$ cat config.mk
export PLATFORM = sky130hd
export DESIGN_NAME = serial_channel
export DESIGN_NICKNAME = d
export VERILOG_FILES = /design/src/prescaler_tick.v /design/src/serial_shift_engine.v /design/src/serial_channel.v
export VERILOG_INCLUDE_DIRS = /design/src /design/src/include
export SDC_FILE = /design/constraint.sdc
export NUM_CORES = 1
export LEC_CHECK = 0
export ABC_CLOCK_PERIOD_IN_PS = 6400
export BUFFER_PORTS_ARGS = -buffer_cell sky130_fd_sc_hd__buf_2
export CORE_MARGIN = 3
export CORE_UTILIZATION = 28
export CTS_CLUSTER_SIZE = 24
export DETAILED_ROUTE_END_ITERATION = 6
export SKIP_LAST_GASP = 1
export SLEW_MARGIN = 10
export SYNTH_ARGS = -nofsm -noshare
export SYNTH_HDL_FRONTEND = slang
export SYNTH_SLANG_ARGS = --single-unit
$ cat constraint.sdc
create_clock -name clk_i -period 6.4 [get_ports clk_i]
set_input_delay 0.64 -clock clk_i [delete_from_list [all_inputs] [get_ports clk_i]]
set_output_delay 0.64 -clock clk_i [all_outputs]
set_load 0.005 [all_outputs]
$ cat src/include/csi_consts.vh
`ifndef CSI_CONSTS_VH
`define CSI_CONSTS_VH
// Register byte offsets
`define OFS_MODE 8'h00
`define OFS_OPSET 8'h04
`define OFS_DATA 8'h08
`define OFS_STAT 8'h0C
`define OFS_FCLR 8'h10
`define OFS_START 8'h14
`define OFS_STOP 8'h18
`define OFS_ENST 8'h1C
`define OFS_OE 8'h20
`define OFS_LVL 8'h24
`define OFS_PSEL 8'h28
`define OFS_PCE 8'h2C
`define OFS_ISTAT 8'h30
`define OFS_ICLR 8'h34
`define OFS_IEN 8'h38
// Mode register fields
`define MODE_CKS 15
`define MODE_ISEL 0
// Operation setting fields
`define OP_TXE 15
`define OP_RXE 14
`define OP_DAP 13
`define OP_CKP 12
`define OP_LSB 7
`define OP_LEN8 0
// Data register fields
`define DIV_HI 15
`define DIV_LO 9
// Status register fields
`define ST_TSF 6
`define ST_BFF 5
`define ST_OVF 0
// Output level register fields
`define LVL_CK 8
`define LVL_SO 0
// Interrupt bits
`define IRQ_CH 0
`define IRQ_OVR 1
// Reset values, then top bit index per word length
`define RST_MODE 16'h0000
`define RST_OPSET 16'hC081
`define RST_DIV 7'h00
`define RST_LVL 16'h0101
`define RST_PSEL 8'h00
`define MSB7 3'h6
`define MSB8 3'h7
`endif

$ cat src/prescaler_tick.v
`include "csi_consts.vh"

module prescaler_tick (
  // Clock and unit reset
  input wire clk_i,
  input wire rst_i,
  // Selection
  input wire [3:0] sel_a_i,
  input wire [3:0] sel_b_i,
  input wire cks_i,
  // Operation clock enable
  output wire mck_en_o
);
  reg [14:0] cnt_q;
  wire [3:0] sel;
  wire [15:0] mask;

  // Channel picks prescaler output a or b
  assign sel = cks_i ? sel_b_i : sel_a_i;
  assign mask = (16'h0001 << sel) - 16'h0001;
  assign mck_en_o = ((({1'b0, cnt_q}) & mask) == mask);

  always @(posedge clk_i) begin
    if (rst_i) begin
      cnt_q <= 15'h0000;
    end else begin
      cnt_q <= cnt_q + 15'h0001;
    end
  end
endmodule

$ cat src/serial_shift_engine.v
`include "csi_consts.vh"

module serial_shift_engine (
  // Clock and unit reset
  input wire clk_i,
  input wire rst_i,
  // Control
  input wire run_i,
  input wire mck_en_i,
  input wire [6:0] div_i,
  input wire ckp_i,
  input wire dap_i,
  input wire lsb_i,
  input wire len8_i,
  input wire start_i,
  input wire [7:0] tx_i,
  // Serial data in
  input wire si_i,
  // Results
  output reg busy_o,
  output reg sck_o,
  output reg so_o,
  output reg done_o,
  output reg [7:0] rx_o
);
  reg [6:0] cnt_q;
  reg [7:0] sh_q;
  reg [2:0] idx_q;
  reg ph_q;
  reg pre_q;
  wire idle_lvl;
  wire htick;
  wire [2:0] top;
  wire [2:0] first;
  wire last;
  wire [2:0] nxt;

  assign idle_lvl = ~ckp_i;
  assign htick = mck_en_i && (cnt_q == div_i);
  assign top = len8_i ? `MSB8 : `MSB7;
  assign first = lsb_i ? 3'h0 : top;
  assign last = lsb_i ? (idx_q == top) : (idx_q == 3'h0);
  assign nxt = lsb_i ? idx_q + 3'h1 : idx_q - 3'h1;

  always @(posedge clk_i) begin
    if (rst_i) begin
      busy_o <= 1'b0;
      sck_o <= 1'b1;
      so_o <= 1'b1;
      done_o <= 1'b0;
      rx_o <= 8'h00;
      cnt_q <= 7'h00;
      sh_q <= 8'h00;
      idx_q <= 3'h0;
      ph_q <= 1'b0;
      pre_q <= 1'b0;
    end else begin
      done_o <= 1'b0;
      if (mck_en_i) begin
        cnt_q <= htick ? 7'h00 : cnt_q + 7'h01;
      end
      if (!run_i) begin
        busy_o <= 1'b0;
        sck_o <= idle_lvl;
      end else if (start_i && !busy_o) begin
        busy_o <= 1'b1;
        sh_q <= tx_i;
        idx_q <= first;
        ph_q <= 1'b0;
        cnt_q <= 7'h00;
        sck_o <= idle_lvl;
        pre_q <= dap_i;
        if (dap_i) begin
          so_o <= tx_i[first];
        end
      end else if (busy_o && htick) begin
        if (pre_q) begin
          pre_q <= 1'b0;
        end else if (!ph_q) begin
          sck_o <= ~idle_lvl;
          ph_q <= 1'b1;
          if (dap_i) begin
            rx_o[idx_q] <= si_i;
          end else begin
            so_o <= sh_q[idx_q];
          end
        end else begin
          sck_o <= idle_lvl;
          ph_q <= 1'b0;
          if (!dap_i) begin
            rx_o[idx_q] <= si_i;
          end
          if (last) begin
            busy_o <= 1'b0;
            done_o <= 1'b1;
          end else begin
            idx_q <= nxt;
            if (dap_i) begin
              so_o <= sh_q[nxt];
            end
          end
        end
      end else if (!busy_o) begin
        sck_o <= idle_lvl;
      end
    end
  end
endmodule

$ cat src/serial_channel.v
// How it works
// - Writing 1 to stop trigger clears enable status, stopping the channel.
// - Output enable at 0 detaches the data pin from the shift logic.
// - While stopped, the output level register drives clock and data pins.
// - Clearing the peripheral clock enable resets the whole unit.
// - A data write while the buffer is full replaces pending data.
// - Interrupt source select is live; change it before the last bit.
// - Source select 0 gives transfer end, 1 gives buffer empty.
// - Clock select picks prescaler output a (0) or b (1).
// - Master drives the clock, samples data in, flags only overrun.
// - Data phase 1 presents data half a serial clock early.
// - Clock phase 0, data phase 0: output on falling, sample on rising; each 1 swaps.
//
// Chosen here: register access over Wishbone and the address map.
`include "csi_consts.vh"

module serial_channel (
  // Clock and reset
  input wire clk_i,
  input wire rst_i,
  // Wishbone slave
  input wire wb_cyc_i,
  input wire wb_stb_i,
  input wire wb_we_i,
  input wire [7:0] wb_adr_i,
  input wire [3:0] wb_sel_i,
  input wire [31:0] wb_dat_i,
  output reg [31:0] wb_dat_o,
  output reg wb_ack_o,
  // Serial link
  output reg serial_clock_pin_o,
  output reg serial_data_out_pin_o,
  input wire serial_data_in_pin_i,
  // Interrupt
  output reg irq_o
);
  reg pce_q;
  reg [15:0] mode_q;
  reg [15:0] opset_q;
  reg [6:0] div_q;
  reg [15:0] lvl_q;
  reg [7:0] psel_q;
  reg en_q;
  reg oe_q;
  reg [7:0] buf_q;
  reg bff_q;
  reg rx_full_q;
  reg [7:0] rxd_q;
  reg ovf_q;
  reg [1:0] ist_q;
  reg [1:0] ien_q;
  reg [31:0] rd_d;
  wire unit_rst;
  wire req;
  wire wr;
  wire rd;
  wire [15:0] wd;
  wire mck_en;
  wire eng_busy;
  wire eng_sck;
  wire eng_so;
  wire eng_done;
  wire [7:0] eng_rx;
  wire start;
  wire ovr_ev;
  wire ch_ev;
  wire [1:0] iclr;

  // Byte-lane merge of a 16-bit register
  function [15:0] merge;
    input [15:0] old;
    input [15:0] nw;
    input [1:0] sel;
    begin
      merge = {sel[1] ? nw[15:8] : old[15:8], sel[0] ? nw[7:0] : old[7:0]};
    end
  endfunction

  // Writes and read side effects land on the edge the master sees ack
  assign req = wb_cyc_i && wb_stb_i;
  assign wr = req && wb_we_i && wb_ack_o;
  assign rd = req && !wb_we_i && wb_ack_o;
  assign wd = wb_dat_i[15:0];

  // Unit held in reset while its clock supply is off
  assign unit_rst = rst_i || !pce_q;

  prescaler_tick u_presc (
    .clk_i(clk_i),
    .rst_i(unit_rst),
    .sel_a_i(psel_q[3:0]),
    .sel_b_i(psel_q[7:4]),
    .cks_i(mode_q[`MODE_CKS]),
    .mck_en_o(mck_en)
  );

  serial_shift_engine u_eng (
    .clk_i(clk_i),
    .rst_i(unit_rst),
    .run_i(en_q),
    .mck_en_i(mck_en),
    .div_i(div_q),
    .ckp_i(opset_q[`OP_CKP]),
    .dap_i(opset_q[`OP_DAP]),
    .lsb_i(opset_q[`OP_LSB]),
    .len8_i(opset_q[`OP_LEN8]),
    .start_i(start),
    .tx_i(buf_q),
    .si_i(serial_data_in_pin_i),
    .busy_o(eng_busy),
    .sck_o(eng_sck),
    .so_o(eng_so),
    .done_o(eng_done),
    .rx_o(eng_rx)
  );

  // Buffer moves to the shifter as soon as the engine is free
  assign start = en_q && bff_q && !eng_busy;
  assign ovr_ev = eng_done && opset_q[`OP_RXE] && rx_full_q;
  // Select read live on every event
  assign ch_ev = mode_q[`MODE_ISEL] ? start : eng_done;
  assign iclr = (wr && wb_adr_i == `OFS_ICLR && wb_sel_i[0]) ?
                wb_dat_i[1:0] : 2'b00;

  always @(posedge clk_i) begin
    if (rst_i) begin
      pce_q <= 1'b0;
    end else if (wr && wb_adr_i == `OFS_PCE && wb_sel_i[0]) begin
      pce_q <= wb_dat_i[0];
    end
  end

  always @(posedge clk_i) begin
    if (unit_rst) begin
      mode_q <= `RST_MODE;
      opset_q <= `RST_OPSET;
      div_q <= `RST_DIV;
      lvl_q <= `RST_LVL;
      psel_q <= `RST_PSEL;
      en_q <= 1'b0;
      oe_q <= 1'b0;
      buf_q <= 8'h00;
      bff_q <= 1'b0;
      rx_full_q <= 1'b0;
      rxd_q <= 8'h00;
      ovf_q <= 1'b0;
      ist_q <= 2'b00;
      ien_q <= 2'b00;
    end else begin
      if (start) begin
        bff_q <= 1'b0;
      end
      if (eng_done && opset_q[`OP_RXE]) begin
        rxd_q <= eng_rx;
        rx_full_q <= 1'b1;
      end else if (rd && wb_adr_i == `OFS_DATA) begin
        rx_full_q <= 1'b0;
      end
      if (wr) begin
        if (wb_adr_i == `OFS_MODE) begin
          mode_q <= merge(mode_q, wd, wb_sel_i[1:0]);
        end else if (wb_adr_i == `OFS_OPSET) begin
          opset_q <= merge(opset_q, wd, wb_sel_i[1:0]);
        end else if (wb_adr_i == `OFS_DATA) begin
          if (wb_sel_i[1]) begin
            div_q <= wd[`DIV_HI:`DIV_LO];
          end
          if (wb_sel_i[0]) begin
            buf_q <= wd[7:0];
            bff_q <= 1'b1;
          end
        end else if (wb_adr_i == `OFS_START) begin
          if (wb_sel_i[0] && wd[0]) begin
            en_q <= 1'b1;
          end
        end else if (wb_adr_i == `OFS_STOP) begin
          if (wb_sel_i[0] && wd[0]) begin
            en_q <= 1'b0;
            bff_q <= 1'b0;
            lvl_q[`LVL_CK] <= eng_sck;
            lvl_q[`LVL_SO] <= eng_so;
          end
        end else if (wb_adr_i == `OFS_OE) begin
          if (wb_sel_i[0]) begin
            oe_q <= wd[0];
          end
        end else if (wb_adr_i == `OFS_LVL) begin
          if (!en_q) begin
            lvl_q <= merge(lvl_q, wd, wb_sel_i[1:0]);
          end
        end else if (wb_adr_i == `OFS_PSEL) begin
          if (wb_sel_i[0]) begin
            psel_q <= wd[7:0];
          end
        end else if (wb_adr_i == `OFS_IEN) begin
          if (wb_sel_i[0]) begin
            ien_q <= wd[1:0];
          end
        end
      end
      if (ovr_ev) begin
        ovf_q <= 1'b1;
      end else if (wr && wb_adr_i == `OFS_FCLR && wb_sel_i[0] && wd[0]) begin
        ovf_q <= 1'b0;
      end
      // New events win over a clear in the same cycle
      ist_q[`IRQ_CH] <= ch_ev | (ist_q[`IRQ_CH] & ~iclr[`IRQ_CH]);
      ist_q[`IRQ_OVR] <= ovr_ev | (ist_q[`IRQ_OVR] & ~iclr[`IRQ_OVR]);
    end
  end

  // Read mux
  always @* begin
    rd_d = 32'h0000_0000;
    if (wb_adr_i == `OFS_MODE) begin
      rd_d[15:0] = mode_q;
    end else if (wb_adr_i == `OFS_OPSET) begin
      rd_d[15:0] = opset_q;
    end else if (wb_adr_i == `OFS_DATA) begin
      rd_d[`DIV_HI:`DIV_LO] = div_q;
      rd_d[7:0] = rxd_q;
    end else if (wb_adr_i == `OFS_STAT) begin
      // Busy shows until shifter and buffer drain
      rd_d[`ST_TSF] = eng_busy | bff_q;
      rd_d[`ST_BFF] = bff_q;
      rd_d[`ST_OVF] = ovf_q;
    end else if (wb_adr_i == `OFS_ENST) begin
      rd_d[0] = en_q;
    end else if (wb_adr_i == `OFS_OE) begin
      rd_d[0] = oe_q;
    end else if (wb_adr_i == `OFS_LVL) begin
      rd_d[15:0] = lvl_q;
    end else if (wb_adr_i == `OFS_PSEL) begin
      rd_d[7:0] = psel_q;
    end else if (wb_adr_i == `OFS_PCE) begin
      rd_d[0] = pce_q;
    end else if (wb_adr_i == `OFS_ISTAT) begin
      rd_d[1:0] = ist_q;
    end else if (wb_adr_i == `OFS_IEN) begin
      rd_d[1:0] = ien_q;
    end
  end

  always @(posedge clk_i) begin
    if (rst_i) begin
      wb_ack_o <= 1'b0;
      wb_dat_o <= 32'h0000_0000;
    end else begin
      wb_ack_o <= req && !wb_ack_o;
      wb_dat_o <= (req && !wb_ack_o && !wb_we_i) ? rd_d : 32'h0000_0000;
    end
  end

  // Pins: the level register owns them while stopped
  always @(posedge clk_i) begin
    if (unit_rst) begin
      serial_clock_pin_o <= 1'b1;
      serial_data_out_pin_o <= 1'b1;
      irq_o <= 1'b0;
    end else begin
      serial_clock_pin_o <= en_q ? eng_sck : lvl_q[`LVL_CK];
      // Data pin detached when output disabled
      serial_data_out_pin_o <= (en_q && oe_q && opset_q[`OP_TXE]) ?
                               eng_so : lvl_q[`LVL_SO];
      irq_o <= |(ist_q & ien_q);
    end
  end
endmodule

==> metrics.cfg <==
[timing]
maxSlewHeadroom_pct = 26.0
timing.hold.ws_ns = 0.433
fin_crit_sh_pct = 67.9
finalSetupTns_ns = 0
slew_violations = 0
fin_crit_ns = 4.35
worst_slew_pin_slew_ns = 1.10
setup_viol = 0
clock_skew_ns = 0.0116
rsz0062_at_grt = no
finalHoldViolCount = 0
max_freq_ghz = 0.230

[worst_setup_path]
reg2reg_from = mode_q[15]$_SDFFE_PP0P_
timing.critical_path.from = mode_q[15]$_SDFFE_PP0P_
cp-end-kind = register
crit_path_start_kind = register
path_class = register to register
cp_max_fo = 33
required_ns = 6.73
critical_path_arrival_ns = 4.67

[placed_design]
gp_congestion = 0.876
dp_hpwl_um = 15700
post-place-cells = 1252
portBuffers = 51

[power_and_ir_drop]
power_density_nw_per_um2 = 230
peakVddDrop_mv = 0.167
power_leakage_uw = 0.00305

[grt]
grt_pass1_vias = 6299
antenna_found_initial = 6
grt-ovfl-total = 0
grt_max_degree = 79
grt_pass1_wl_um = 35400
grt_use_total_pct = 15.3

[synth]
synth.largest_area_cell = dfxtp_1
seq_area_frac_synth_pct = 40.8
ys_warn_count = 0
yosys-top-cells-area = dfxtp_1 41%, mux2i_1 7.8%, nand2_1 6.4%, a21oi_1 5.5%, nor2_1 4.4%
synth_top_area_share_pct = 40.8
ys.flop_type = dfxtp_1
ys_ff_latch = 156
synthTopCellsByCount = 156 x dfxtp_1, 131 x nand2_1, 90 x nor2_1
yosysMostFrequentCell = dfxtp_1
synth.avg_cell_area_um2 = 8.40
synth_edf_count = 0
syn_inst = 912
ys_types = 76
synth_async_sr_flop_share_pct = 0
synth_area_um2 = 7660

[clocking]
cts_tree = yes
cts_max_level = 4
clkSinkCount = 156
postCtsHoldBufs = 0
cts_resized = 0
clock_latency_ns = 0.43
clock_tree.root_cell = clkbuf_16
cts_max_path_buffers = 2
numCtsBuffers = 17
cts_setup_buffers = 0
clk_pin_slew_ns = 0.07

[layout]
final_cells = 1289
num-fill-cells = 2755
nNetsFinal = 990
area_growth_pct = 13.4
layout-drive-gt1-share_pct = 13.3

[routing]
dr.pass1.iters = 7
drt_iter0_markers = 698
num_vias = 6840
via_per_inst = 5.31
routedWlPerCell_um = 17.3
drc = 0
ant_nets = 0
totalWireLength_um = 22300

[min_path]
min-delay-start = rst_i
hold_path_class = input port to register

[floorplanning]
core_area_um2 = 26500
die_area_um2 = 29400
io_pins = 86
die_w_um = 171
die_h_um = 171
start_util_pct = 28.9
core.rowCount = 59

[run]
drv_cap = 0

[outcome]
status = finished clean

registers in the layout, indices dropped and copies added (netlist names), 2 cells and up:
| signal | flops |
|---|---|
| u_eng.cnt_q | 7 |
| lvl_q | 16 |
| div_q | 7 |
| wb_dat_o | 16 |
| buf_q | 8 |
| psel_q | 8 |
| u_eng.idx_q | 3 |
| opset_q | 16 |
| rxd_q | 8 |
| ist_q | 2 |
| mode_q | 16 |
| u_presc.cnt_q | 15 |
| u_eng.rx_o | 8 |
| ien_q | 2 |
| u_eng.sh_q | 8 |
report_power, final:
group	total (uW)	internal, uW	switching [uW]	leakage [uW]
sequential	971	971	0.361	0.00126
combinational	39.5	12.2	27.3	0.00152
clock	990	554	436	0.000279
total	2000	1540	464	0.00305
cells by family (layout without fill, tap and decap cells):
| family | after synthesis | in the layout | share of synthesized area, % |
|---|---|---|---|
| adder cells (fa/ha/maj) | 4 | 4 | 0.751 |
| XOR/XNOR | 23 | 23 | 2.63 |
| other | 1 | 21 | 0.0489 |
| buffers and inverters | 90 | 112 | 5.86 |
| multiplexers | 67 | 67 | 9.60 |
| AND/OR/NAND/NOR | 362 | 362 | 22.5 |
| flip-flops | 156 | 156 | 40.8 |
| AO/OA/AOI/OAI | 209 | 209 | 17.8 |
critical path, cell delays in order, from the launching register on:
cell      delay (ns)
dfxtp_1         0.99
or3b_2          0.53
a21oi_1         0.31
nand2_1         0.11
ha_1            0.29
mux4_2          0.25
a211oi_1        0.05
o21ai_0         0.23
nand4_1         0.25
nor4_2          0.78
nand2_1         0.17
nor4_1          0.28
final timing paths:
| check | cells past startpoint | to | slack [ns] |
|---|---|---|---|
| setup / recovery | 11 | u_eng.done_o$_SDFF_PP0_ | 2.05 |
| setup reg to reg | 11 | u_eng.done_o$_SDFF_PP0_ | 2.05 |
| hold reg to reg | 2 | mode_q[3]$_SDFFE_PP0P_ | 0.46 |
| hold / removal | 2 | pce_q$_SDFFE_PP0P_ | 0.43 |
cell usage in the layout (no fill, tap or decap), types with 5 or more instances in the layout:
master	instances
a211oi_1	10
a21oi_1	84
a22oi_1	33
a31o_2	5
a31oi_1	9
and3_1	11
buf_2	51
buf_4	9
clkbuf_16	17
conb_1	16
dfxtp_1	156
diode_2	5
inv_1	19
inv_6	7
mux2i_1	60
mux4_2	5
nand2_1	131
nand3_1	33
nand3b_1	6
nand4_1	14
nor2_1	89
nor3_1	16
nor4_1	11
o211ai_1	5
o21ai_0	20
o31ai_1	6
or3_1	13
xnor2_1	13
xor2_1	10
metrics by stage:
stage	power [uW]	util, %	setup slack, ns	instance area [um2]
final	2000	32.8	2.05	8690
after global routing	2070	32.8	1.74	8690
after CTS	2020	32.7	2.15	8670
after detailed placement	1030	30.6	2.19	8100
after global placement	1030	30.6	2.24	8100
after floorplan	1010	-	2.87	7720
metal layers:
layer,part of all wire [%],wire (um),up-vias,track usage [%]
li1,-,-,3300,-
met1,47,10400,3313,21.6
met2,46,10200,199,23.2
met3,6.2,1380,26,3.33
met4,1.3,279,2,5.39
met5,0.085,19,-,0
layout make-up:
cell class              count  area [um2]  share of cell area [%]
well taps                 335         419                    4.83
repair buffers             60         323                    3.72
flip-flops and latches    156        3120                    35.9
clock buffers              18         439                    5.06
multi-input cells         681        4160                    47.9
inverters                  20        75.1                   0.864
clock inverters            14         134                    1.54
diodes                      5        12.5                   0.144
Power figures use the tool's default switching activity.
